[config.mk]
export PLATFORM = sky130hd
export DESIGN_NAME = rtc_domain_regulator_power_control
export DESIGN_NICKNAME = d
export VERILOG_FILES = /design/src/rtl/rtc_pwr_pkg.sv /design/src/rtl/rtc_domain_regulator_power_control.sv
export SDC_FILE = /design/constraint.sdc
export NUM_CORES = 1
export LEC_CHECK = 0
export BUFFER_PORTS_ARGS = -buffer_cell sky130_fd_sc_hd__buf_2
export CORE_MARGIN = 4
export CORE_UTILIZATION = 30
export DETAILED_ROUTE_END_ITERATION = 10
export GPL_TIMING_DRIVEN = 0
export PLACE_DENSITY = 0.66
export SLEW_MARGIN = 20
export SYNTH_ARGS = -nofsm -noshare
export SYNTH_HDL_FRONTEND = slang
export SYNTH_SLANG_ARGS = --single-unit
[constraint.sdc]
create_clock -name hclk -period 1.9 [get_ports hclk]
set_input_delay 0.38 -clock hclk [delete_from_list [all_inputs] [get_ports hclk]]
set_output_delay 0.38 -clock hclk [all_outputs]
set_load 0.02 [all_outputs]
[src/rtl/rtc_pwr_pkg.sv]
// Package: register map, field layout and carrier types of the RTC power control block
`default_nettype none
package rtc_pwr_pkg;
    // Register byte address and word width
    localparam logic [15:0] PMGT_OFFSET        = 16'h1930;
    localparam int          PMGT_WIDTH         = 16;
    // Field positions
    localparam int          CLKOUT_EN_BIT      = 0;
    localparam int          REG_SHUTDOWN_BIT   = 1;
    localparam int          BG_SHUTDOWN_BIT    = 2;
    localparam int          WAKE_DIR_BIT       = 3;
    localparam int          WAKE_DRIVE_BIT     = 4;
    // Writable bits; bits 15..5 are reserved
    localparam logic [15:0] PMGT_WRITE_MASK    = 16'h001f;
    localparam logic [15:0] PMGT_RESET         = 16'h0010;
    // AHB encodings
    localparam logic [1:0]  HTRANS_NONSEQ      = 2'h2;
    localparam logic [1:0]  HTRANS_SEQ         = 2'h3;
    localparam logic        HRESP_OKAY         = 1'h0;

    // Analog enables that leave the block
    typedef struct packed {
        logic analog_regulator_en;
        logic core_regulator_en;
        logic usb_regulator_en;
        logic analog_por_en;
        logic bandgap_en;
    } power_enables_s;

    // Wake request pin, split into its two signals
    typedef struct packed {
        logic wake_out;
        logic wake_oe_n;
    } wake_pin_s;

    typedef enum logic [1:0] {
        PWR_ON       = 2'b00,
        PWR_REG_OFF  = 2'b01,
        PWR_ALL_OFF  = 2'b10
    } power_state_e;
endpackage : rtc_pwr_pkg
`default_nettype wire

[src/rtl/rtc_domain_regulator_power_control.sv]
// Always-on regulator shutdown and wake pin control with an AHB-Lite register slave
// Function
// Either shutdown bit turns off all three regulators together.
// After shutdown only wake pin, RTC alarm or core supply cycle re-enable.
// Analog regulator is off only through the shutdown bits.
// Core regulator off when its enable pin is high, or by shutdown bits.
// Usb regulator is disabled from reset onward.
// Usb regulator output pin is high-impedance while that regulator is off.
// Register bits 15..5 read zero and ignore writes.
// Wake drive bit resets to 1; 0 drives pin low, 1 leaves it open.
// Wake direction bit: 0 input, 1 output.
// As an input, a high wake pin level is a wake request.
// Software keeps the wake pin an input when it should wake the device.
// Bandgap shutdown bit also turns off power-on-reset and bandgap reference.
// Software uses shutdown bits only with internal regulators powering the chip.
// Regulator shutdown bit keeps the bandgap on for faster wake.
// Shutdown is held in always-on state and cleared by a wake event.
`default_nettype none
module rtc_domain_regulator_power_control
    import rtc_pwr_pkg::*;
(
    // Clock and reset; reset stands for the RTC core supply power cycle
    input  wire logic                     hclk,
    input  wire logic                     hresetn,
    // AHB-Lite slave
    input  wire logic                     hsel,
    input  wire logic [31:0]              haddr,
    input  wire logic [1:0]               htrans,
    input  wire logic                     hwrite,
    input  wire logic [2:0]               hsize,
    input  wire logic [31:0]              hwdata,
    input  wire logic                     hready,
    output logic      [31:0]              hrdata,
    output logic                          hreadyout,
    output logic                          hresp,
    // Wake sources and core regulator enable pin
    input  wire logic                     wake_pin_in,
    input  wire logic                     rtc_alarm,
    input  wire logic                     rtc_alarm_enable,
    input  wire logic                     core_regulator_enable_pin,
    // Wake request pin drive
    output logic                          wake_pin_out,
    output logic                          wake_pin_oe_n,
    // Usb regulator output pin drive
    output logic                          usb_regulator_output_pin_oe_n,
    // Analog enables and clock-out enable
    output rtc_pwr_pkg::power_enables_s   power_enables,
    output logic                          clock_out_enable
);
    import rtc_pwr_pkg::*;

    ////////////////////////////////////////////////////////////////////////
    // Pin synchronisers
    logic       wake_meta_reg;
    logic       wake_sync_reg;
    logic       alarm_meta_reg;
    logic       alarm_sync_reg;
    logic       alarm_en_meta_reg;
    logic       alarm_en_sync_reg;
    logic       ldo_en_meta_reg;
    logic       ldo_en_sync_reg;

    always_ff @(posedge hclk or negedge hresetn) begin
        if (!hresetn) begin
            wake_meta_reg   <= 1'b0;
            wake_sync_reg   <= 1'b0;
            alarm_meta_reg  <= 1'b0;
            alarm_sync_reg  <= 1'b0;
            alarm_en_meta_reg <= 1'b0;
            alarm_en_sync_reg <= 1'b0;
            ldo_en_meta_reg <= 1'b0;
            ldo_en_sync_reg <= 1'b0;
        end else begin
            wake_meta_reg   <= wake_pin_in;
            wake_sync_reg   <= wake_meta_reg;
            // Gate only after both pins are synchronised, so no logic sees a raw pin
            alarm_meta_reg  <= rtc_alarm;
            alarm_sync_reg  <= alarm_meta_reg;
            alarm_en_meta_reg <= rtc_alarm_enable;
            alarm_en_sync_reg <= alarm_en_meta_reg;
            ldo_en_meta_reg <= core_regulator_enable_pin;
            ldo_en_sync_reg <= ldo_en_meta_reg;
        end
    end

    ////////////////////////////////////////////////////////////////////////
    // AHB-Lite address phase capture
    logic        wr_pend_reg;
    logic        rd_pend_reg;
    logic        addr_hit_reg;
    logic [15:0] pmgt_reg;
    logic [15:0] pmgt_next;

    wire         trans_valid = hsel & hready & htrans[1];
    wire         addr_hit    = (haddr[15:0] == PMGT_OFFSET) && (haddr[31:16] == 16'h0000);

    always_ff @(posedge hclk or negedge hresetn) begin
        if (!hresetn) begin
            wr_pend_reg  <= 1'b0;
            rd_pend_reg  <= 1'b0;
            addr_hit_reg <= 1'b0;
        end else begin
            wr_pend_reg  <= trans_valid & hwrite;
            rd_pend_reg  <= trans_valid & ~hwrite;
            addr_hit_reg <= addr_hit;
        end
    end

    ////////////////////////////////////////////////////////////////////////
    // Power state, held in the always-on domain
    power_state_e state_reg;
    power_state_e state_next;

    wire wake_dir     = pmgt_reg[WAKE_DIR_BIT];
    // A high level on the pin counts only while the pin is an input
    wire wake_request = ~wake_dir & wake_sync_reg;
    wire wake_event   = wake_request | (alarm_sync_reg & alarm_en_sync_reg);
    wire reg_write    = wr_pend_reg & addr_hit_reg;
    wire [15:0] wdata_masked = hwdata[15:0] & PMGT_WRITE_MASK;
    wire req_bg_off   = reg_write & wdata_masked[BG_SHUTDOWN_BIT];
    wire req_reg_off  = reg_write & wdata_masked[REG_SHUTDOWN_BIT];

    always_comb begin
        state_next = state_reg;
        case (state_reg)
            PWR_ON: begin
                if (req_bg_off) begin
                    state_next = PWR_ALL_OFF;
                end else if (req_reg_off) begin
                    state_next = PWR_REG_OFF;
                end
            end
            PWR_REG_OFF: begin
                // Wake wins over a fresh write; deeper request still honoured
                if (wake_event) begin
                    state_next = PWR_ON;
                end else if (req_bg_off) begin
                    state_next = PWR_ALL_OFF;
                end
            end
            PWR_ALL_OFF: begin
                if (wake_event) begin
                    state_next = PWR_ON;
                end
            end
            default: state_next = PWR_ON;
        endcase
    end

    always_ff @(posedge hclk or negedge hresetn) begin
        if (!hresetn) begin
            state_reg <= PWR_ON;
        end else begin
            state_reg <= state_next;
        end
    end

    ////////////////////////////////////////////////////////////////////////
    // Register file: shutdown bits mirror the held state so a wake clears them
    always_comb begin
        pmgt_next = pmgt_reg;
        if (reg_write) begin
            pmgt_next = wdata_masked;
        end
        pmgt_next[BG_SHUTDOWN_BIT]  = (state_next == PWR_ALL_OFF);
        pmgt_next[REG_SHUTDOWN_BIT] = (state_next == PWR_REG_OFF);
    end

    always_ff @(posedge hclk or negedge hresetn) begin
        if (!hresetn) begin
            pmgt_reg <= PMGT_RESET;
        end else begin
            pmgt_reg <= pmgt_next;
        end
    end

    ////////////////////////////////////////////////////////////////////////
    // Bus answers: zero wait states, always OKAY; unmapped reads return zero
    always_ff @(posedge hclk or negedge hresetn) begin
        if (!hresetn) begin
            hrdata    <= 32'h0000_0000;
            hreadyout <= 1'b1;
            hresp     <= HRESP_OKAY;
        end else begin
            hreadyout <= 1'b1;
            hresp     <= HRESP_OKAY;
            if (trans_valid & ~hwrite & addr_hit) begin
                hrdata <= {16'h0000, pmgt_next};
            end else begin
                hrdata <= 32'h0000_0000;
            end
        end
    end

    ////////////////////////////////////////////////////////////////////////
    // Outputs
    wire shutdown   = (state_next != PWR_ON);
    wire bg_off     = (state_next == PWR_ALL_OFF);
    // Direction and level come from the same next value, so the pin changes in one step
    wire drive_low  = pmgt_next[WAKE_DIR_BIT] & ~pmgt_next[WAKE_DRIVE_BIT];

    always_ff @(posedge hclk or negedge hresetn) begin
        if (!hresetn) begin
            power_enables                 <= '{default: 1'b0};
            wake_pin_out                  <= 1'b0;
            wake_pin_oe_n                 <= 1'b1;
            usb_regulator_output_pin_oe_n <= 1'b1;
            clock_out_enable              <= 1'b0;
        end else begin
            power_enables.analog_regulator_en <= ~shutdown;
            power_enables.core_regulator_en   <= ~shutdown & ~ldo_en_sync_reg;
            power_enables.usb_regulator_en    <= 1'b0;
            power_enables.analog_por_en       <= ~shutdown;
            power_enables.bandgap_en          <= ~bg_off;
            wake_pin_out                      <= 1'b0;
            wake_pin_oe_n                     <= ~drive_low;
            usb_regulator_output_pin_oe_n     <= 1'b1;
            clock_out_enable                  <= pmgt_next[CLKOUT_EN_BIT];
        end
    end
endmodule // rtc_domain_regulator_power_control
`default_nettype wire

==> key figures, run 1 <==
Worst setup path
  – Worst setup EP type: flop
  – CP startpoint: haddr[25]
  – Critical Path Source Type: input pin
  – Worst Path Required: 2.12 ns
  – WP data arrival: 1.84 ns
  – Reg-to-Reg Start: addr_hit_reg$_DFF_PN0_
  – Largest fanout on the critical path: 10
  – CP Class: input pin to flop

Drt
  – Number of iterations in the first detailed-routing pass: 4
  – Vias per inst: between 3 and 4
  – Vias post-DR: between 1000 and 1500
  – Drt wl/cell: 10.06 µm
  – Final WL: 3057 µm
  – Routed Antenna Nets: 0
  – 1st-iter DRT viols: 31
  – Drt drc: 0

Yosys
  – Synth async-reset ratio: 1.000
  – Mean Syn Cell Area: around 13 µm²
  – Synth cell types: 29
  – Yosys warns: 0
  – #FFs+latches synth: 46
  – Primary FF master, synth: dfrtp_1
  – Mapped Area: 1774 µm²
  – Post-Synthesis Cells: 137
  – Post-synthesis sequential area ratio: 0.6502
  – Post-synth EDFFs: 0

CTS
  – CTS Root Cell: clkbuf_8
  – CTS resizes: 0
  – Sink Count: 46
  – CTS tree: built
  – Clock buffer depth: 2
  – Setup Fix Bufs, Post-CTS: 0
  – Cts hold-fix bufs: 0
  – CTS clk-pin slew, worst paths: approximately 0.080 ns
  – H-tree depth: 2
  – Clk Latency, worst-skew pair: 0.28 ns
  – CTS Buf Count: 5

Cells and area
  – P&R area growth vs syn: 34.84%
  – Most frequent cells in the layout: 68 x buf_2, 44 x dfrtp_1, 28 x and2_1
  – Filler Cells Inserted: 546
  – Nets@finish: ~310
  – Non-Filler Instances: between 300 and 400
  – Antenna fix cells: 0
  – Max FFs per register: 16
  – Layout cells sized above 1: 0.4526
  – Most common cell after layout, fill and taps aside: buf_2

STA
  – Fin crit period: 1.615 ns
  – Worst clock skew: approximately 0.0071 ns
  – Fmax: 0.6192 GHz
  – Final setup viols: 0
  – RSZ-0062 raised after global routing: false
  – Max-slew headroom: 0.3811
  – Final slew viol count: 0
  – Slew @ Worst Pin: 0.9283 ns
  – Final period util: 0.8499
  – Post-route setup TNS: 0 ns
  – Final Hold Fails: 0
  – Fin Hold WS: 0.1957 ns

Global route
  – Initial antenna violation count: 0
  – GRT Overall Usage: 0.09445
  – Largest net degree at the start of global routing: 47
  – First-pass GRT wire length: ~5600 µm
  – Global route overflow: 0
  – Vias in the first global route: about 1300

Die
  – IO Count: approximately 120
  – Die Y-Extent: about 85 µm
  – Area of the core: 5608 µm²
  – Die area: 7208 µm²
  – Row count: 27
  – Initial Util: 0.3164
  – Die width: about 85 µm

Status
  – Status: finished clean

Power
  – Pwr Total: approximately 0.0019 W
  – LEAKAGE: 1.304 nW
  – Pwr Density: between 700 and 800 nW/µm²
  – Max VDD drop: roughly 0.43 mV

Job
  – Max-Cap Viols: 0

Worst hold path
  – Worst min path class: input pin to flop
  – Hold Startpoint: rtc_alarm_enable

Place
  – Post-DP HPWL: roughly 2500 µm
  – Placed Cells: a little under 300
  – Port Buf Inserts: 68
  – Routability cong.: roughly 0.80
[Yosys cell counts, types with 2 or more instances]
library cell / n / area [µm²]
mux2_2: 2 / 22.52
nand4_1: 3 / 18.77
conb_1: 2 / 7.510
buf_4: 22 / 165.2
dfstp_2: 2 / 52.55
nor4bb_1: 2 / 20.02
dfrtp_1: 44 / 1101
and2_1: 28 / 175.2
nor4_1: 5 / 31.28
nand2_1: 3 / 11.26
nor2_1: 3 / 11.26
inv_1: 3 / 11.26
nand3_1: 2 / 10.01
[final cells by class]
cell class                 count  area [µm²]  area share
sequential                    46        1154      0.4822
multi-input combinational     83       500.5      0.2092
timing repair buffer          68       340.3      0.1423
buffer                        24       180.2     0.07531
tap                           72       90.09     0.03766
clock buffer                   7       86.33     0.03609
clock inverter                 1       30.03     0.01255
inverter                       3       11.26    0.004707
[stage by stage]
stage / setup slack [ns] / util / instance area, µm²
final: 0.2851 / 0.4266 / 2392
after CTS: 0.2097 / 0.4266 / 2392
after detailed placement: -0.1007 / 0.4058 / 2276
after floorplan: 0.3852 / - / 1846
after global placement: -0.06307 / 0.4058 / 2276
after global routing: 0.04332 / 0.4266 / 2392
[path summary, 6_finish.rpt]
kind,cells after the start,to,slack (ns)
worst max-delay path,6,hrdata[7]$_DFF_PN0_,0.29
worst min-delay path,1,alarm_en_meta_reg$_DFF_PN0_,0.20
worst max register to register,4,hrdata[1]$_DFF_PN0_,0.44
worst min register to register,0,alarm_en_sync_reg$_DFF_PN0_,0.35
max in group asynchronous,1,pmgt_reg[11]$_DFF_PN0_,1.09
min in group asynchronous,1,state_reg[0]$_DFF_PN0_,0.23
[cells by family (layout without fill, tap and decap cells)]
kind of cell,count (synthesis),after routing,share of synthesized area
AND/OR/NAND/NOR,54,54,0.1989
flip-flops,46,46,0.6502
buffers and inverters,27,103,0.1079
AO/OA/AOI/OAI,5,5,0.02045
multiplexers,3,3,0.01834
other,2,21,0.004233
[layer usage]
metal | wire (µm) | up-vias | track usage | part of all wire
li1 | - | 596 | - | -
met1 | 1221 | 536 | 0.1093 | 0.40
met2 | 1469 | 73 | 0.1637 | 0.48
met3 | 307 | 4 | 0.02427 | 0.10
met4 | 58 | 0 | 0.04317 | 0.019
met5 | 0 | - | 0 | 0
[power by group]
group	leakage, nW	internal (W)	switching (W)
combinational	0.646	0.0000732	0.0000877
clock	0.0585	0.000428	0.000283
sequential	0.600	0.000994	0.00000386
total	1.30	0.00150	0.000374
[worst max-delay path, stage by stage]
cell and delay, ns:
buf_2 0.09, nor4_1 0.30, nand4_1 0.26, nor4_4 0.49, buf_6 0.19, and2_1 0.12
Power figures use the tool's default switching activity.
==> inputs of run 2 (changes only) <==
PLACE_DENSITY = 0.68   (was 0.66)
clock period = 1.35 ns   (was 1.9 ns; I/O delays follow)
==> run 2 against run 1 <==
Against the previous run: the run now ends with negative hold slack, negative setup slack left; clock power rose by 16%; critical path depth fell by 2; combinational power rose by 66%; die area did not move; cell count rose by 0.99%; power rose by 33%; utilization rose by 2.9 points; routed wire length rose by 9.3%; final area rose by 6.8%; critical endpoint is now hrdata[1]$_DFF_PN0_; largest cell class unchanged; highest routed layer unchanged.
==> key figures, run 2 (synthesized netlist as in run 1, its figures left out) <==
Cells and area
  – Non-Filler Instances: 307 (+0.99%)
  – Most common cell after layout, fill and taps aside: buf_2
  – Most frequent cells in the layout: 62 x buf_2, 44 x dfrtp_1, 26 x buf_4
  – Final Core Density: 0.4556 (+0.02901)
  – Nets@finish: 312 (+0.97%)
  – Antenna fix cells: 0 (unchanged)
  – FF/Latch Area: 1154 µm² (unchanged)
  – Max FFs per register: 16 (unchanged)
  – P&R area growth vs syn: 44.01%
  – Filler Cells Inserted: 553 (+1.3%)
  – Layout cells sized above 1: 0.5191 (+0.06656)
  – Multi-input logic area: 616.8 µm² (+23%)

Power
  – Max VDD drop: 0.4557 mV (+7.0%)
  – LEAKAGE: 1.376 nW (+5.6%)
  – Pwr Density: 976.1 nW/µm² (+25%)

CTS
  – Clk Latency, worst-skew pair: 0.29 ns (about the same)
  – Sink Count: 46 (unchanged)
  – CTS tree: built
  – H-tree depth: 2 (unchanged)
  – CTS Buf Count: 5 (unchanged)
  – CTS Root Cell: clkbuf_8
  – Cts hold-fix bufs: 0 (unchanged)
  – CTS clk-pin slew, worst paths: 0.07 ns (about the same)
  – Clock buffer depth: 2 (unchanged)

Drt
  – Final WL: 3340 µm (+9.3%)
  – Drt wl/cell: 10.88 µm (+8.2%)
  – Vias per inst: 3.915 (-1.6%)
  – Drt drc: 0 (unchanged)
  – Vias post-DR: 1202 (-0.58%)
  – 1st-iter DRT viols: 19 (-39%)
  – Number of iterations in the first detailed-routing pass: 4 (unchanged)
  – Routed Antenna Nets: 0 (unchanged)

STA
  – Final Hold Fails: 44 (+44)
  – Fin Hold WS: -0.03455 ns (-0.2302 ns)
  – RSZ-0062 raised after global routing: true
  – Final setup viols: 1 (+1)
  – Final period util: 1.003
  – Fin crit period: approximately 1.4 ns
  – Final slew viol count: 0 (unchanged)
  – Slew @ Worst Pin: 0.5406 ns (-0.3877 ns)
  – Max-slew headroom: 0.6396 (+0.2585)
  – Fmax: ~0.74 GHz
  – Worst clock skew: 0.004009 ns (-0.003061 ns)
  – Post-route worst setup slack: -0.004053 ns (-0.2892 ns)

Worst setup path
  – CP Class: flop to flop
  – CP top delay family: simple AND/OR/NAND/NOR gates
  – Largest fanout on the critical path: 3 (-7)
  – WP data arrival: 1.59 ns (-0.25 ns)
  – Ordered cell list for the critical path: nand2_4 > or4b_4 > a21oi_2 > and2_4
  – Slowest CP cell: or4b_4
  – R2R depth: 4 (unchanged)
  – Worst setup EP type: flop
  – Reg-to-Reg Start: addr_hit_reg$_DFF_PN0_
  – Largest stage delay, worst path: 0.52 ns (+0.03 ns)
  – Critical Path Source Type: flop
  – Worst Path Required: 1.58 ns (-0.54 ns)
  – Flop2flop setup slack: -0.004 ns (-0.44 ns)
  – R2R Path End: hrdata[1]$_DFF_PN0_
  – CP bufs+invs: 0 (-2)

Die
  – Die width: 84.90 µm (unchanged)
  – Die Y-Extent: 84.90 µm (unchanged)
  – Die area: 7208 µm² (unchanged)
  – Initial Util: 0.3164 (unchanged)
  – Row count: 27 (unchanged)
  – IO Count: 121 (unchanged)
  – Area of the core: 5608 µm² (unchanged)

Worst hold path
  – Worst min path class: input pin to asynchronous set/reset pin

Status
  – Status: finished with violations
  – Failing checks: negative hold slack, negative setup slack

Global route
  – Largest net degree at the start of global routing: 47 (unchanged)
  – Initial antenna violation count: 0 (unchanged)
  – Global route overflow: 0 (unchanged)
  – Vias in the first global route: 1300 (+3.2%)
  – GRT Overall Usage: 0.09676 (+0.002310)
  – First-pass GRT wire length: 5547 µm (-0.25%)

Place
  – Routability cong.: 0.7243 (-9.5%)
  – Port Buf Inserts: 68 (unchanged)
  – Placed Cells: 296 (unchanged)
  – Post-DP HPWL: 2517 µm (+0.85%)

Job
  – Max-Cap Viols: 0 (unchanged)
run 2: changes by cell type in the layout (fill, tap and decap cells not counted), moves of 2 or more:
cell      delta
nor4bb_1     -2
nor4_1       -5
nor4bb_4     +2
and2_4       +3
buf_6        +5
nor4_2       +2
buf_2        -6
buf_4        +4
and2_1       -3
nor4_4       +3
run 2: what timing repair did:
action                     CTS  global route
pin swaps                    6            10
setup buffers                4             0
setup endpoints to repair   16            16
hold endpoints to repair     0             0
resized for setup            7            11
run 2: worst max-delay path by stage:
stage / startpoint / to / slack [ns] / cells past startpoint
6_report: addr_hit_reg$_DFF_PN0_ / hrdata[1]$_DFF_PN0_ / -0.004 / 4
3_3_place_gp: haddr[25] / hrdata[7]$_DFF_PN0_ / -0.47 / 6
2_1_floorplan: haddr[18] / hrdata[10]$_DFF_PN0_ / -0.05 / 5
4_1_cts: haddr[30] / hrdata[1]$_DFF_PN0_ / -0.002 / 6
3_5_place_dp: haddr[25] / hrdata[13]$_DFF_PN0_ / -0.47 / 6
5_1_grt: haddr[13] / hrdata[3]$_DFF_PN0_ / -0.08 / 6
run 2: area by class of cell:
class,instances,share of cell area
Inverter,3,0.004407
Sequential cell,46,0.4515
Clock buffer,8,0.03526
Multi-Input combinational cell,83,0.2414
Buffer,23,0.06905
Timing Repair Buffer,72,0.1631
Tap cell,72,0.03526
run 2: layer usage:
metal	routed length (µm)	vias up	track usage
met3	312	8	0.03010
li1	-	601	-
met5	0	-	0
met2	1721	55	0.1680
met4	91	0	0.05899
met1	1214	538	0.1021
run 2: where the power goes:
part           total (W)  internal (W)  switching [W]
Combinational   0.000267      0.000125       0.000142
Clock           0.000822      0.000417       0.000405
Sequential       0.00140       0.00140     0.00000551
run 2: worst register-to-register path: stages (launching register included):
cell,delay (ns)
dfrtp_1,0.40
nand2_4,0.08
or4b_4,0.52
a21oi_2,0.16
and2_4,0.14
run 2: per-stage QoR:
stage               hold WS [ns]  setup TNS [ns]  worst slack, ns  cell area, µm²  total power, W
finish                  -0.03455       -0.004053        -0.004053            2555        0.002494
global route            0.008696         -0.9416         -0.07682            2555        0.002617
CTS                      0.07292       -0.002213        -0.001773            2490        0.002513
detailed placement        0.3347          -6.670          -0.4737            2327        0.001675
global placement          0.3332          -6.633          -0.4690            2327        0.001670
floorplan               -0.02559         -0.5473         -0.05473            1897        0.001561
==> inputs of run 3 (changes only) <==
==> constraint.sdc (replaced) <==
create_clock -name hclk -period 1.35 [get_ports hclk]
set_input_delay 0.2025 -clock hclk [delete_from_list [all_inputs] [get_ports hclk]]
set_output_delay 0.2025 -clock hclk [all_outputs]
set_load 0.02 [all_outputs]
==> run 3 against run 2 <==
Against the previous run: the run now ends clean; sequential cell count did not move; clock skew rose by 0.00053 ns; maximum frequency rose by 3.3%; final area fell by 3.2%; global-route usage rose by 0.30 points; utilization fell by 1.5 points; first-iteration DRC count rose by 120%.
==> key figures, run 3 (synthesized netlist as in run 1, its figures left out) <==
Status
  – Status: finished clean

Cells and area
  – Max FFs per register: 16 (unchanged)
  – Layout cells sized above 1: 0.4937 (-0.02543)
  – Nets@finish: 316 (+1.3%)
  – Non-Filler Instances: 311 (+1.3%)
  – FF/Latch Area: 1154 µm² (unchanged)
  – Antenna fix cells: 0 (unchanged)
  – Final Core Density: 0.4409 (-0.01472)
  – Most frequent cells in the layout: 66 x buf_2, 44 x dfrtp_1, 28 x buf_4
  – Filler Cells Inserted: 559 (+1.1%)
  – P&R area growth vs syn: 39.35%
  – Multi-input logic area: 549.3 µm² (-11%)
  – Most common cell after layout, fill and taps aside: buf_2

Die
  – Die area: 7208 µm² (unchanged)
  – Area of the core: 5608 µm² (unchanged)
  – IO Count: 121 (unchanged)
  – Die Y-Extent: 84.90 µm (unchanged)
  – Row count: 27 (unchanged)
  – Initial Util: 0.3164 (unchanged)
  – Die width: 84.90 µm (unchanged)

STA
  – Fin crit period: 1.311 ns (-0.04319 ns)
  – Final setup viols: 0 (-1)
  – Max-slew headroom: 0.6340 (-0.005613)
  – Post-route worst setup slack: 0.03914 ns (+0.04319 ns)
  – Final Hold Fails: 0 (-100%)
  – RSZ-0062 raised after global routing: true
  – Fmax: 0.7629 GHz (+3.3%)
  – Fin Hold WS: 0.01808 ns (+0.05262 ns)
  – Final slew viol count: 0 (unchanged)
  – Worst clock skew: 0.004541 ns (+0.0005317 ns)
  – Final period util: 0.9710 (-0.03199)
  – Slew @ Worst Pin: 0.5490 ns (+0.008421 ns)

CTS
  – CTS Buf Count: 5 (unchanged)
  – CTS tree: built
  – CTS Root Cell: clkbuf_8
  – Clock buffer depth: 2 (unchanged)
  – CTS clk-pin slew, worst paths: 0.08 ns (about the same)
  – H-tree depth: 2 (unchanged)
  – Sink Count: 46 (unchanged)
  – Clk Latency, worst-skew pair: 0.28 ns (about the same)

Drt
  – Vias per inst: 3.968 (+1.3%)
  – Routed Antenna Nets: 0 (unchanged)
  – Number of iterations in the first detailed-routing pass: 4 (unchanged)
  – Drt drc: 0 (unchanged)
  – Drt wl/cell: 11.44 µm (+5.1%)
  – 1st-iter DRT viols: 41 (+22)
  – Vias post-DR: 1234 (+2.7%)
  – Final WL: 3557 µm (+6.5%)

Global route
  – Global route overflow: 0 (unchanged)
  – GRT Overall Usage: 0.09973 (+0.002974)
  – Largest net degree at the start of global routing: 47 (unchanged)
  – Initial antenna violation count: 0 (unchanged)
  – Vias in the first global route: 1285 (-1.2%)
  – First-pass GRT wire length: 5768 µm (+4.0%)

Power
  – Max VDD drop: 0.4859 mV (+6.6%)
  – Comb power frac: 0.101 (-0.006)
  – Clock share of power: 0.317 (-0.013)
  – Internal Power: 0.001880 W (-3.2%)
  – NetSw: 0.0005378 W (-2.7%)
  – Sw frac: 0.2224 (+0.0008116)
  – Pwr Total: 0.002418 W (-3.1%)
  – Pwr Density: 977.9 nW/µm² (+0.18%)
  – Sequential fraction of design power: 0.582 (+0.019)
  – LEAKAGE: 1.347 nW (-2.1%)

Place
  – Port Buf Inserts: 68 (unchanged)
  – Post-DP HPWL: 2660 µm (+5.6%)
  – Routability cong.: 0.7568 (+4.5%)
  – Pre-CTS setup slack: -0.3580 ns (+0.1157 ns)
  – Placed Cells: 296 (unchanged)

Worst setup path
  – Largest fanout on the critical path: 5 (+2)
  – Critical Path Source Type: flop
  – Reg-to-Reg Start: wr_pend_reg$_DFF_PN0_
  – Worst Path Required: 1.57 ns (about the same)
  – WP data arrival: 1.53 ns (-0.06 ns)
  – CP Class: flop to flop
  – R2R depth: 4 (unchanged)
  – Worst setup EP type: flop
  – Flop2flop setup slack: 0.04 ns (+0.04 ns)
  – R2R Path End: hrdata[1]$_DFF_PN0_

Worst hold path
  – Worst min path class: input pin to flop
  – Min-Delay Endpoint: ldo_en_meta_reg$_DFF_PN0_
  – Hold Startpoint: core_regulator_enable_pin
  – Hold Path Depth: 1

Job
  – Max-Cap Viols: 0 (unchanged)
[run 3: changes by cell type in the layout (fill, tap and decap cells not counted), moves of 3 or more]
cell    previous run  this run
nor4_2             2         5
buf_2             62        66
buf_6              6         3
nor4_4             4         1
[run 3: final cells by class]
type | count | area share
Buffer | 24 | 0.07287
Sequential cell | 46 | 0.4666
Clock buffer | 8 | 0.03239
Tap cell | 72 | 0.03644
Multi-Input combinational cell | 83 | 0.2222
Inverter | 3 | 0.004555
Timing Repair Buffer | 75 | 0.1650
[run 3: power groups by stage]
stage,logic [W],registers (W),clock network [W]
floorplan,0.000120,0.00144,0
global placement,0.000224,0.00143,0
detailed placement,0.000229,0.00143,0
CTS,0.000230,0.00141,0.000799
global route,0.000270,0.00141,0.000858
finish,0.000245,0.00141,0.000766
[run 3: critical path, cell delays in order, from the launching register on]
cell     delay (ns)
dfrtp_1        0.41
nand2_4        0.08
or4b_4         0.48
a21oi_2        0.15
and2_1         0.13
[run 3: worst max-delay path by stage]
stage                                 from  cells past startpoint                   end  slack, ns
finish               wr_pend_reg$_DFF_PN0_                      4   hrdata[1]$_DFF_PN0_       0.04
global route        addr_hit_reg$_DFF_PN0_                      4   hrdata[1]$_DFF_PN0_      -0.04
CTS                 addr_hit_reg$_DFF_PN0_                      4   hrdata[1]$_DFF_PN0_      -0.01
detailed placement               haddr[26]                      6  hrdata[12]$_DFF_PN0_      -0.36
global placement                 haddr[17]                      6  hrdata[12]$_DFF_PN0_      -0.41
floorplan                        haddr[26]                      5  hrdata[10]$_DFF_PN0_       0.01
[run 3: per-stage QoR]
stage	setup TNS [ns]	instance area (µm²)
floorplan	0	1846
global placement	-5.435	2276
detailed placement	-4.658	2276
CTS	-0.01183	2375
global route	-0.04184	2472
finish	0	2472
[run 3: layer usage]
metal  wire length [µm]  global-route usage
met5                  0                   0
met4                 98             0.05324
met3                227             0.02816
met2               1845              0.1658
met1               1386              0.1166
[run 3: what timing repair did]
| item | in CTS | in global routing |
|---|---|---|
| cloned | 0 | 1 |
| hold endpoints to repair | 0 | 44 |
| endpoints found under the setup margin | 13 | 16 |
| pin swaps | 1 | 10 |
| hold buffers | 0 | 1 |
| gates resized for setup | 3 | 9 |
| setup buffers | 1 | 4 |
